<file path="src/hw/unused_placeholder_none.sv">
`default_nettype wire
</file>
<file path="src/hw/sfe_pkg.sv">
package sfe_pkg;

    // opcodes, shifted msb first
    localparam logic [7:0] OP_SET_LATCH = 8'h06;
    localparam logic [7:0] OP_CLR_LATCH = 8'h04;
    localparam logic [7:0] OP_SR_READ = 8'h05;
    localparam logic [7:0] OP_SR_WRITE = 8'h01;
    localparam logic [7:0] OP_MEM_READ = 8'h03;
    localparam logic [7:0] OP_MEM_WRITE = 8'h02;
    localparam logic [7:0] OP_SLEEP = 8'hB9;

    // bit and byte counting
    localparam logic [2:0] BIT_MSB = 3'h7;
    localparam logic [2:0] BIT_LAST = 3'h0;
    localparam logic [1:0] ADDR_BYTE_LAST = 2'h2;

    // status byte layout and fixed bits
    localparam int SR_LATCH_BIT = 1;
    localparam int SR_BP0_BIT = 2;
    localparam int SR_BP1_BIT = 3;
    localparam int SR_WPEN_BIT = 7;
    localparam logic [7:0] SR_FIXED = 8'h40;

    // value of the synchroniser stages at reset: select high, clock and data low
    localparam logic [2:0] SYNC_RST = 3'h4;

    // protocol states
    typedef enum logic [6:0] {
        S_IDLE = 7'h01,
        S_OPCODE = 7'h02,
        S_ADDR = 7'h04,
        S_DATA_IN = 7'h08,
        S_DATA_OUT = 7'h10,
        S_IGNORE = 7'h20,
        S_DONE = 7'h40
    } sfe_state_t;

endpackage

</file>
<file path="src/hw/sfe_pin_if.sv">
`timescale 1ns/1ps
`default_nettype none

interface sfe_pin_if;
    logic cs_act;
    logic cs_fall;
    logic cs_rise;
    logic sck_lvl;
    logic sck_rise;
    logic sck_fall;
    logic si_lvl;

    modport drv (
        output cs_act,
        output cs_fall,
        output cs_rise,
        output sck_lvl,
        output sck_rise,
        output sck_fall,
        output si_lvl
    );

    modport use_side (
        input cs_act,
        input cs_fall,
        input cs_rise,
        input sck_lvl,
        input sck_rise,
        input sck_fall,
        input si_lvl
    );
endinterface

`default_nettype wire

</file>
<file path="src/hw/sfe_front_end.sv">
// How it works
// - input sampled on clock rise, output changes on clock fall, both modes
// - clock level at select fall picks mode 0 (low) or 3 (high)
// - mode 3 counts bits only after the clock has gone low once
// - first eight bits after select are the opcode, then address and data
// - one opcode per selection, next needs a new select fall
// - while deselected, input ignored and output tristated
// - every byte shifts most significant bit first
// - three address bytes, only the low address bits kept
// - unknown opcode: nothing done, rest ignored, output tristated
// - 06h sets the write latch, 04h clears it
// - 05h reads status, 01h writes status
// - write latch is clear after reset
// - status and memory writes refused while write latch is clear
// - status write never writes the latch flag bit itself
// - latch cleared at deselect after clear, status write or memory write
// - status shows the latch as one when writes are allowed
// - status register is eight bits, returned by status read
// - write latch flag sits at status bit 1
// - output driven only while returning read data
`timescale 1ns/1ps
`default_nettype none

module sfe_front_end
    import sfe_pkg::*;
#(
    parameter int ADDR_W = 18
) (
    input wire logic core_clk,
    input wire logic arst_n,
    input wire logic cs_n,
    input wire logic sck,
    input wire logic si,
    output logic so,
    output logic so_oe,
    output logic [ADDR_W-1:0] mem_addr,
    output logic [7:0] mem_wr_data,
    output logic mem_wr_stb,
    output logic mem_rd_stb,
    input wire logic [7:0] mem_rd_data,
    output logic sleep_stb,
    output logic write_latch_flag,
    output logic [7:0] status_reg
);
    // the address is assembled from whole bytes and must fit three of them
    if (ADDR_W < 9 || ADDR_W > 24) begin : g_addr_check
        $error("sfe_front_end: ADDR_W must be 9 to 24");
    end

    typedef struct packed {
        sfe_state_t state;
        logic mode3;
        logic armed;
        logic [2:0] bitcnt;
        logic [1:0] bytecnt;
        logic [7:0] shreg;
        logic [7:0] oshreg;
        logic [7:0] op;
        logic wlatch;
        logic clr_pend;
        logic wpen;
        logic [1:0] bp;
        logic [ADDR_W-1:0] addr;
        logic so;
        logic so_oe;
        logic [7:0] wr_data;
        logic wr_stb;
        logic rd_stb;
        logic sleep_stb;
        logic wr_inc;
    } sfe_fe_t;

    sfe_fe_t st_r;
    sfe_fe_t st_nxt;
    sfe_pin_if p ();

    logic [7:0] in_byte;
    logic byte_done;
    logic [7:0] sr_byte;
    logic [7:0] out_src;
    logic set_hit;

    // shift one bit in at the bottom, so the first bit ends up on top
    function automatic logic [7:0] shift_in(input logic [7:0] cur, input logic b);
        return {cur[6:0], b};
    endfunction

    sfe_pin_sync u_sync (
        .core_clk(core_clk),
        .arst_n(arst_n),
        .cs_n(cs_n),
        .sck(sck),
        .si(si),
        .pins(p)
    );

    // status byte from stored bits and fixed ones
    always_comb begin
        sr_byte = SR_FIXED;
        sr_byte[SR_LATCH_BIT] = st_r.wlatch;
        sr_byte[SR_BP0_BIT] = st_r.bp[0];
        sr_byte[SR_BP1_BIT] = st_r.bp[1];
        sr_byte[SR_WPEN_BIT] = st_r.wpen;
    end

    assign in_byte = shift_in(st_r.shreg, p.si_lvl);
    assign byte_done = (st_r.bitcnt == BIT_LAST);
    assign out_src = (st_r.op == OP_SR_READ) ? sr_byte : mem_rd_data;
    assign set_hit = p.cs_act && !p.cs_fall && p.sck_rise && st_r.armed
        && st_r.state == S_OPCODE && byte_done && in_byte == OP_SET_LATCH;

    // protocol engine on sampled select, clock and data edges
    always_comb begin
        st_nxt = st_r;
        st_nxt.wr_stb = 1'b0;
        st_nxt.rd_stb = 1'b0;
        st_nxt.sleep_stb = 1'b0;
        st_nxt.wr_inc = 1'b0;
        if (st_r.wr_inc) begin
            st_nxt.addr = st_r.addr + 1'b1; // rolls over at the top address
        end
        if (!p.cs_act) begin
            // deselected: everything back to opcode bit seven
            if (p.cs_rise && st_r.clr_pend) begin
                st_nxt.wlatch = 1'b0;
            end
            st_nxt.state = S_IDLE;
            st_nxt.bitcnt = BIT_MSB;
            st_nxt.bytecnt = 2'h0;
            st_nxt.clr_pend = 1'b0;
            st_nxt.armed = 1'b0;
            st_nxt.so_oe = 1'b0;
        end else if (p.cs_fall) begin
            // clock level at select decides the mode
            st_nxt.state = S_OPCODE;
            st_nxt.mode3 = p.sck_lvl;
            st_nxt.armed = !p.sck_lvl;
            st_nxt.bitcnt = BIT_MSB;
        end else begin
            if (p.sck_fall) begin
                st_nxt.armed = 1'b1;
            end
            if (p.sck_rise && st_r.armed) begin
                st_nxt.shreg = in_byte;
                st_nxt.bitcnt = st_r.bitcnt - 3'h1; // wraps to bit seven
                unique case (st_r.state)
                    S_OPCODE: begin
                        if (byte_done) begin
                            // whole opcode in hand before acting
                            st_nxt.op = in_byte;
                            unique case (in_byte)
                                OP_SET_LATCH: begin
                                    st_nxt.wlatch = 1'b1;
                                    st_nxt.state = S_DONE;
                                end
                                OP_CLR_LATCH: begin
                                    st_nxt.clr_pend = 1'b1;
                                    st_nxt.state = S_DONE;
                                end
                                OP_SR_READ: begin
                                    st_nxt.state = S_DATA_OUT;
                                end
                                OP_SR_WRITE: begin
                                    st_nxt.clr_pend = 1'b1;
                                    st_nxt.state = st_r.wlatch ? S_DATA_IN : S_IGNORE;
                                end
                                OP_MEM_READ: begin
                                    st_nxt.state = S_ADDR;
                                end
                                OP_MEM_WRITE: begin
                                    st_nxt.clr_pend = 1'b1;
                                    st_nxt.state = st_r.wlatch ? S_ADDR : S_IGNORE;
                                end
                                OP_SLEEP: begin
                                    st_nxt.sleep_stb = 1'b1;
                                    st_nxt.state = S_DONE;
                                end
                                default: begin
                                    st_nxt.state = S_IGNORE;
                                end
                            endcase
                        end
                    end
                    S_ADDR: begin
                        if (byte_done) begin
                            // leading bits fall off the top
                            st_nxt.addr = {st_r.addr[ADDR_W-9:0], in_byte};
                            st_nxt.bytecnt = st_r.bytecnt + 2'h1;
                            if (st_r.bytecnt == ADDR_BYTE_LAST) begin
                                if (st_r.op == OP_MEM_READ) begin
                                    st_nxt.state = S_DATA_OUT;
                                    st_nxt.rd_stb = 1'b1;
                                end else begin
                                    st_nxt.state = S_DATA_IN;
                                end
                            end
                        end
                    end
                    S_DATA_IN: begin
                        if (byte_done) begin
                            if (st_r.op == OP_SR_WRITE) begin
                                // latch flag and fixed bits are not writable
                                st_nxt.wpen = in_byte[SR_WPEN_BIT];
                                st_nxt.bp = {in_byte[SR_BP1_BIT], in_byte[SR_BP0_BIT]};
                                st_nxt.state = S_DONE;
                            end else begin
                                st_nxt.wr_data = in_byte;
                                st_nxt.wr_stb = 1'b1;
                                st_nxt.wr_inc = 1'b1;
                            end
                        end
                    end
                    S_DATA_OUT: begin
                        if (byte_done && st_r.op == OP_MEM_READ) begin
                            st_nxt.addr = st_r.addr + 1'b1;
                            st_nxt.rd_stb = 1'b1;
                        end
                    end
                    S_IDLE, S_IGNORE, S_DONE: begin
                        st_nxt.state = st_r.state;
                    end
                endcase
            end
            if (p.sck_fall && st_r.state == S_DATA_OUT) begin
                // output moves on falling edges only
                st_nxt.so_oe = 1'b1;
                if (st_r.bitcnt == BIT_MSB) begin
                    st_nxt.so = out_src[7];
                    st_nxt.oshreg = {out_src[6:0], 1'b0};
                end else begin
                    st_nxt.so = st_r.oshreg[7];
                    st_nxt.oshreg = {st_r.oshreg[6:0], 1'b0};
                end
            end
        end
    end

    // latch cleared and decode idle after reset
    always_ff @(posedge core_clk or negedge arst_n) begin
        if (!arst_n) begin
            st_r <= '0;
            st_r.state <= S_IDLE;
            st_r.bitcnt <= BIT_MSB;
        end else begin
            st_r <= st_nxt;
        end
    end

    assign so = st_r.so;
    assign so_oe = st_r.so_oe;
    assign mem_addr = st_r.addr;
    assign mem_wr_data = st_r.wr_data;
    assign mem_wr_stb = st_r.wr_stb;
    assign mem_rd_stb = st_r.rd_stb;
    assign sleep_stb = st_r.sleep_stb;
    assign write_latch_flag = st_r.wlatch;
    assign status_reg = {st_r.wpen, SR_FIXED[6:4], st_r.bp, st_r.wlatch, SR_FIXED[0]};
endmodule

`default_nettype wire

</file>
<file path="src/hw/sfe_pin_sync.sv">
`timescale 1ns/1ps
`default_nettype none

module sfe_pin_sync
    import sfe_pkg::*;
(
    input wire logic core_clk,
    input wire logic arst_n,
    input wire logic cs_n,
    input wire logic sck,
    input wire logic si,
    sfe_pin_if.drv pins
);
    typedef struct packed {
        logic [2:0] s1;
        logic [2:0] s2;
        logic [2:0] s3;
    } sfe_sync_t;

    sfe_sync_t sy_r;
    sfe_sync_t sy_nxt;

    // two stages per pin, third stage only for edge finding
    always_comb begin
        sy_nxt = sy_r;
        sy_nxt.s1 = {cs_n, sck, si};
        sy_nxt.s2 = sy_r.s1;
        sy_nxt.s3 = sy_r.s2;
    end

    always_ff @(posedge core_clk or negedge arst_n) begin
        if (!arst_n) begin
            sy_r.s1 <= SYNC_RST;
            sy_r.s2 <= SYNC_RST;
            sy_r.s3 <= SYNC_RST;
        end else begin
            sy_r <= sy_nxt;
        end
    end

    // levels and edges from settled stages only
    assign pins.cs_act = ~sy_r.s2[2];
    assign pins.cs_fall = ~sy_r.s2[2] & sy_r.s3[2];
    assign pins.cs_rise = sy_r.s2[2] & ~sy_r.s3[2];
    assign pins.sck_lvl = sy_r.s2[1];
    assign pins.sck_rise = sy_r.s2[1] & ~sy_r.s3[1];
    assign pins.sck_fall = ~sy_r.s2[1] & sy_r.s3[1];
    assign pins.si_lvl = sy_r.s2[0];
endmodule

`default_nettype wire

</file>
<file path="config.mk">
export PLATFORM = sky130hd
export DESIGN_NAME = sfe_front_end
export DESIGN_NICKNAME = d
export VERILOG_FILES = /design/src/hw/unused_placeholder_none.sv /design/src/hw/sfe_pkg.sv /design/src/hw/sfe_pin_if.sv /design/src/hw/sfe_front_end.sv /design/src/hw/sfe_pin_sync.sv
export SDC_FILE = /design/constraint.sdc
export NUM_CORES = 1
export LEC_CHECK = 0
export BUFFER_PORTS_ARGS = -buffer_cell sky130_fd_sc_hd__buf_2
export CAP_MARGIN = 5
export CORE_MARGIN = 2
export CORE_UTILIZATION = 53
export DETAILED_ROUTE_END_ITERATION = 8
export PLACE_DENSITY = 0.76
export SETUP_SLACK_MARGIN = 0.15
export SYNTH_ARGS = -nofsm -noshare
export SYNTH_HDL_FRONTEND = slang
export SYNTH_SLANG_ARGS = --single-unit
</file>
<file path="constraint.sdc">
create_clock -name core_clk -period 1.9 [get_ports core_clk]
set_input_delay 0.38 -clock core_clk [delete_from_list [all_inputs] [get_ports core_clk]]
set_output_delay 0.38 -clock core_clk [all_outputs]
set_load 0.02 [all_outputs]
</file>
======== Word-level counts from Yosys, hierarchy flattened ========
Cells that the tools add are included.
cells by class
  bitwise operators ....................... 10
  $add $sub $neg .......................... 3
  muxes and demuxes ....................... 57
  reductions and logical operators ........ 28
  equal/unequal tests ..................... 23
operator list
  cell                     number
  $mux W63                 1
  $mux W7                  8
  $mux W18                 3
  $pmux W18 S2             1
  $pmux W7 S5              1
  $eq A8 B3 Y1 const B     4
  $mux W31                 1
  $mux W9                  3
  $eq A8 B2 Y1 const B     3
  $mux W8                  3
  $pmux W7 S3              1
  $mux W10                 2
  $ne A4 B3 Y1 const B     5
  $mux W19                 1
  $add A18 B1 Y18 const B  1
  $mux W6                  3
  $reduce_and A6 Y1        3
  $eq A8 B1 Y1 const B     2
  $mux W1                  16
  $reduce_bool A2 Y1       7
  $mux W13                 1
  $mux W12                 1
  $reduce_and A5 Y1        2
  $mux W3                  3
  27 further kinds         45
word-level totals
  input port bits ......................... 13
  word-level logic and storage cells ...... 143
  output and inout port bits .............. 40
  register bits after elaboration ......... 83

======== Depth between registers and ports, before layout ========
  depth after elaboration ................. 8
  gate-level depth with buffers ........... 9
  gate-level depth less buffers ........... 8

======== Modules after synthesis ========
From an unflattened synthesis, not the netlist that was laid out.
unflattened totals
  cells, all modules ...................... 499
  area total of the unflattened synthesis .. 4727.0 um^2
modules (own cells, without submodules)
  module         sequential area each (um^2)  cells each  instances  area each (um^2)
  sfe_front_end  1781.7                       486         1          4489.3
  sfe_pin_sync   203.9                        13          1          237.7

======== Least setup slack after synthesis ========
Ideal clock, no wire load.
  kind .................................... reg-to-reg
  start point ............................. register st_r[63] in the netlist's numbering
  end point ............................... register st_r (netlist bit mem_wr_data[0])
  period minus slack after synthesis ...... 1.997 ns
  stages on the path, launching flop included .. 7
  setup time .............................. 0.125 ns
  data required time ...................... 1.775 ns
  data arrival time ....................... 1.872 ns
  path slack .............................. -0.097 ns
  path buffers ............................ 0
  cells stage by stage .................... dfstp_2 -> inv_1 -> ha_1 -> nor2b_1 -> nand3_1 -> nor3_2 -> mux2_2
between the ends
  cells in the longest elaborated chain, start to end .. 2
RTL lines
  item                                line                  RTL
  from (decl)                         sfe_front_end.sv:73   sfe_fe_t st_r;
  from (signal assigned)              sfe_front_end.sv:245  st_r <= st_nxt;
  $logic_not A3 Y1                    sfe_front_end.sv:107  assign byte_done = (st_r.bitcnt == BIT_LAST);
  $reduce_and A6 Y1 (no source line)  n/a
No other way between the ends.
A chain may end at the register's enable or synchronous reset.

==> summary by stage <==
Run status
The run finished, with violations left. The checks that failed: negative setup slack.

Clock network
The clock latency on the worst-skew pair is 370 ps. CTS placed an instance of sky130_fd_sc_hd__clkbuf_8 at the clock tree root. The CTS tree is built. The deepest level of the CTS H-tree is 3. After clock tree synthesis, the clock-pin slew on the worst setup and hold paths is 90 ps.

CTS saw 79 sinks. Counting the buffers created by CTS gives 9. The deepest clock path buffer count is 2.

Timing
For the finished layout, the period the worst path requires is 2010 ps. The final setup skew is 7.54 ps. The post-layout worst setup margin is -107 ps. The share of the clock period used by the worst path after layout is 1.06. Setup repair after global routing could not meet its margin everywhere.

The maximum clock frequency is 0.498 GHz. The number of max-slew violations in the final report is 0. Setup violations remaining at the end of the flow were counted as 24. The number of hold-slack violations in the final timing report was 0.

Synthesis
The unique cell type count in the Yosys netlist is 67. During synthesis, Yosys emitted a total of 0 warnings. The number of flops mapped to enable cells by yosys is 0. The share of the Yosys chip area taken by registers is 0.421.

The synthesized netlist cell count is 513. sky130_fd_sc_hd__dfrtp_1 takes more of the synthesized area than any other cell. In this run, synthesis produced a sequential element count of 79.

The synthesized area per cell is 9.19 µm². The cell area that synthesis handed to floorplanning was 4710 µm². The most used flip-flop cell after synthesis is sky130_fd_sc_hd__dfrtp_1. The fraction of registers with async set/reset is 1.00. Of the post-synthesis cell area, the dominant cell type holds 0.382. After synthesis, the cell types taking the most area are sky130_fd_sc_hd__dfrtp_1 38%, sky130_fd_sc_hd__buf_4 5.6%, sky130_fd_sc_hd__nand2_1 5.0%.

Power
The maximum ir drop on the vdd rail is 0.408 mV. The switching part of the total is 0.266. The analysis attributes to cell leakage a power of 2.87 nW. The net switching component of the power is 0.876 mW. In this run the power density over the cells is 525 nW/µm².

Total power for the finished layout comes to 3.29 mW. Of the total power, combinational logic draws 0.068. The share of total power dissipated in the clock network is 0.402. The share of total power dissipated in sequential elements is 0.530.

The internal portion of total power is 2.42 mW.

Setup path
The largest single stage delay on the critical path is 480 ps. The kind of cell with the highest combined delay on the critical path is simple AND/OR/NAND/NOR gates. At the worst endpoint, the arrival time is 2320 ps. The start of the worst register-to-register path is st_r[73]$_DFFE_PN0P_. The flop-to-flop setup slack is -110 ps. The sum of buffers and inverters on the critical path is 0.

At the worst endpoint, the required time is 2220 ps. On the critical path, the stage with the largest delay is an instance of sky130_fd_sc_hd__or4_4. The kind of launch point of the worst setup path is a flip-flop. The type of the worst setup path is reg2reg. The number of cells on the worst reg-to-reg path is 6. The highest fanout seen on the critical path is 4. The worst register-to-register path ends at mem_addr[6]$_DFF_PN0_. Traced cell by cell, the critical path runs through or2_1 > or4_4 > nor3_4 > o21ai_1 > a32oi_1 > a21o_1. The type of element capturing the critical path is a flip-flop.

Global routing
The number of global-route vias before repair is 4218. The global-route wire length before repair is 21.1 mm. The combined global-route utilization of all metal layers is 0.275.

The pin count of the biggest net entering global routing is 43. The initial antenna violation count came to 0. For this run the aggregate overflow at the end of global routing stands at 0.

Finish
The register with the highest flop count is st_r. Summing all non-filler instances in the final layout gives an area of 6270 µm². The net total in the final layout is 628. The utilization after layout is 0.723. The share of final-layout standard cells stronger than drive strength 1 is 0.436.

The register with the most flip-flops in the layout has 30 of them. The layout-stage area growth over the synthesis result is 33.1%. 0 antenna diodes ended up in the layout.

Min path
Counting instances, the worst hold path has a depth of 1. The path type of the worst min-delay path is in2reg. The worst hold path terminates at u_sync.sy_nxt[5]$_DFF_PN1_. The startpoint identified for the worst hold timing path is cs_n.

Placement
Summed over all nets, the half-perimeter wirelength after detailed placement is 9.15 mm. Summing all placed instances gives a cell area of 5390 µm². The final weighted congestion in routability-driven placement is 0.966.

The number of port buffers is 48. Timing analysis after detailed placement gives a worst setup slack of -63.3 ps.

Detailed routing
The initial detailed-routing violation count is 359. The remaining routing DRC violations is 0. The count of antenna-violating nets left after detailed routing is 0. The detail-routed via count per cell is 6.16. The number of detailed-routing iterations run before antenna repair is 7. The via total after detailed routing is 4457. The final wirelength is 14.0 mm. The average wire per cell in the routed design is 19.4 µm.

Floorplan
The die covers 9660 µm². The number of ports placed on the die boundary is 53. The total area inside the core boundary comes to 8680 µm². For this configuration, the core starts out at a cell density of 0.543. The number of rows created at floorplan is 34. Measured along the x axis, the die boundary spans 98.3 µm. The die extent in y is 98.3 µm.

Flow run
Max-cap violations in this run came to 0.
[how the worst max path moves through the flow]
stage / from / end / cells after the start
after global placement: st_r[42]$_DFFE_PN0P_ / mem_addr[6]$_DFF_PN0_ / 6
after detailed placement: st_r[42]$_DFFE_PN0P_ / mem_addr[8]$_DFF_PN0_ / 5
after floorplan: st_r[42]$_DFFE_PN0P_ / mem_addr[6]$_DFF_PN0_ / 7
final: st_r[73]$_DFFE_PN0P_ / mem_addr[6]$_DFF_PN0_ / 6
after global routing: st_r[73]$_DFFE_PN0P_ / mem_addr[16]$_DFF_PN0_ / 7
after CTS: in_byte[7]$_DFFE_PN0P_ / st_r[35]$_DFFE_PN0P_ / 4
[area by class of cell]
class | count | area, µm²
multi-input combinational | 367 | 2840
fill | 604 | 2400
sequential | 79 | 1990
timing repair buffer | 142 | 1070
tap | 108 | 135
clock buffer | 9 | 124
clock inverter | 7 | 80.1
inverter | 11 | 41.3
[power groups by stage]
stage	Combinational, mW	Sequential, mW	Clock (mW)
floorplan	0.124	1.75	0
global placement	0.187	1.77	0
detailed placement	0.191	1.77	0
CTS	0.212	1.74	1.34
global route	0.249	1.75	1.40
finish	0.225	1.75	1.32
[cells in the mapped netlist (4+ instances only)]
cell	number
sky130_fd_sc_hd__a21oi_1	25
sky130_fd_sc_hd__a221o_1	5
sky130_fd_sc_hd__and3_1	6
sky130_fd_sc_hd__buf_2	7
sky130_fd_sc_hd__buf_4	35
sky130_fd_sc_hd__clkbuf_1	18
sky130_fd_sc_hd__dfrtp_1	72
sky130_fd_sc_hd__dfstp_2	7
sky130_fd_sc_hd__ha_1	5
sky130_fd_sc_hd__inv_1	11
sky130_fd_sc_hd__mux2_2	19
sky130_fd_sc_hd__mux2i_1	5
sky130_fd_sc_hd__nand2_1	63
sky130_fd_sc_hd__nand2b_1	4
sky130_fd_sc_hd__nand3_1	19
sky130_fd_sc_hd__nand3b_1	4
sky130_fd_sc_hd__nand4_1	16
sky130_fd_sc_hd__nor2_1	39
sky130_fd_sc_hd__nor2b_1	8
sky130_fd_sc_hd__nor3_1	11
sky130_fd_sc_hd__o211ai_1	4
sky130_fd_sc_hd__o21ai_0	34
sky130_fd_sc_hd__xnor2_1	10
sky130_fd_sc_hd__xor2_1	15
[repair_timing]
item                                   4_1_cts  5_1_grt
hold buffers                                 1        0
resized for setup                           51       56
setup endpoints to repair                   53       54
pin swaps                                   16       27
endpoints found under the hold margin       14        0
gates cloned                                 2        0
buffers inserted                            12       10
[routing by layer]
| metal | share of wire | routed length (µm) | global-route usage | up-vias |
|---|---|---|---|---|
| met1 | 0.40 | 5610 | 0.358 | 2142 |
| met3 | 0.076 | 1070 | 0.0594 | 56 |
| met4 | 0.039 | 541 | 0.118 | 0 |
| li1 | - | - | - | 2000 |
| met2 | 0.49 | 6810 | 0.444 | 259 |
| met5 | 0 | 0 | 0 | - |
[layout by cell type (no fill, tap or decap), types with 11 or more instances in the layout]
cell	n
sky130_fd_sc_hd__buf_6	14
sky130_fd_sc_hd__o21ai_1	18
sky130_fd_sc_hd__dfrtp_1	69
sky130_fd_sc_hd__mux2_4	11
sky130_fd_sc_hd__nand4_1	16
sky130_fd_sc_hd__xor2_1	15
sky130_fd_sc_hd__nand3_1	16
sky130_fd_sc_hd__o21ai_0	12
sky130_fd_sc_hd__buf_2	47
sky130_fd_sc_hd__a21oi_1	16
sky130_fd_sc_hd__nor2_1	31
sky130_fd_sc_hd__buf_4	75
sky130_fd_sc_hd__nand2_1	61
[cells by family after synthesis]
kind of cell	share of synthesized area
buffers and inverters	0.0863
adders and majority gates	0.0133
other	0.00159
muxes	0.0560
xor gates and xnor gates	0.0465
and+or+nand+nor	0.233
DFF	0.421
AOI/OAI and AO/OA	0.142
[worst reg2reg max path: stages (launching register included)]
cell and delay [ps]:
sky130_fd_sc_hd__dfrtp_1 430, sky130_fd_sc_hd__or2_1 300, sky130_fd_sc_hd__or4_4 480, sky130_fd_sc_hd__nor3_4 310, sky130_fd_sc_hd__o21ai_1 130, sky130_fd_sc_hd__a32oi_1 220
sky130_fd_sc_hd__a21o_1 100
[through the flow]
stage / std cells / hold WS, ps / TNS, ps
6_report: 723 / 107 / -1220
5_1_grt: 723 / 103 / -3150
4_1_cts: 713 / 97.4 / -9.59
3_5_place_dp: 682 / 293 / -245
3_3_place_gp: 682 / 291 / -21.9
2_1_floorplan: 515 / 84.4 / 0
Note: power is estimated with default switching activity, not from simulation.
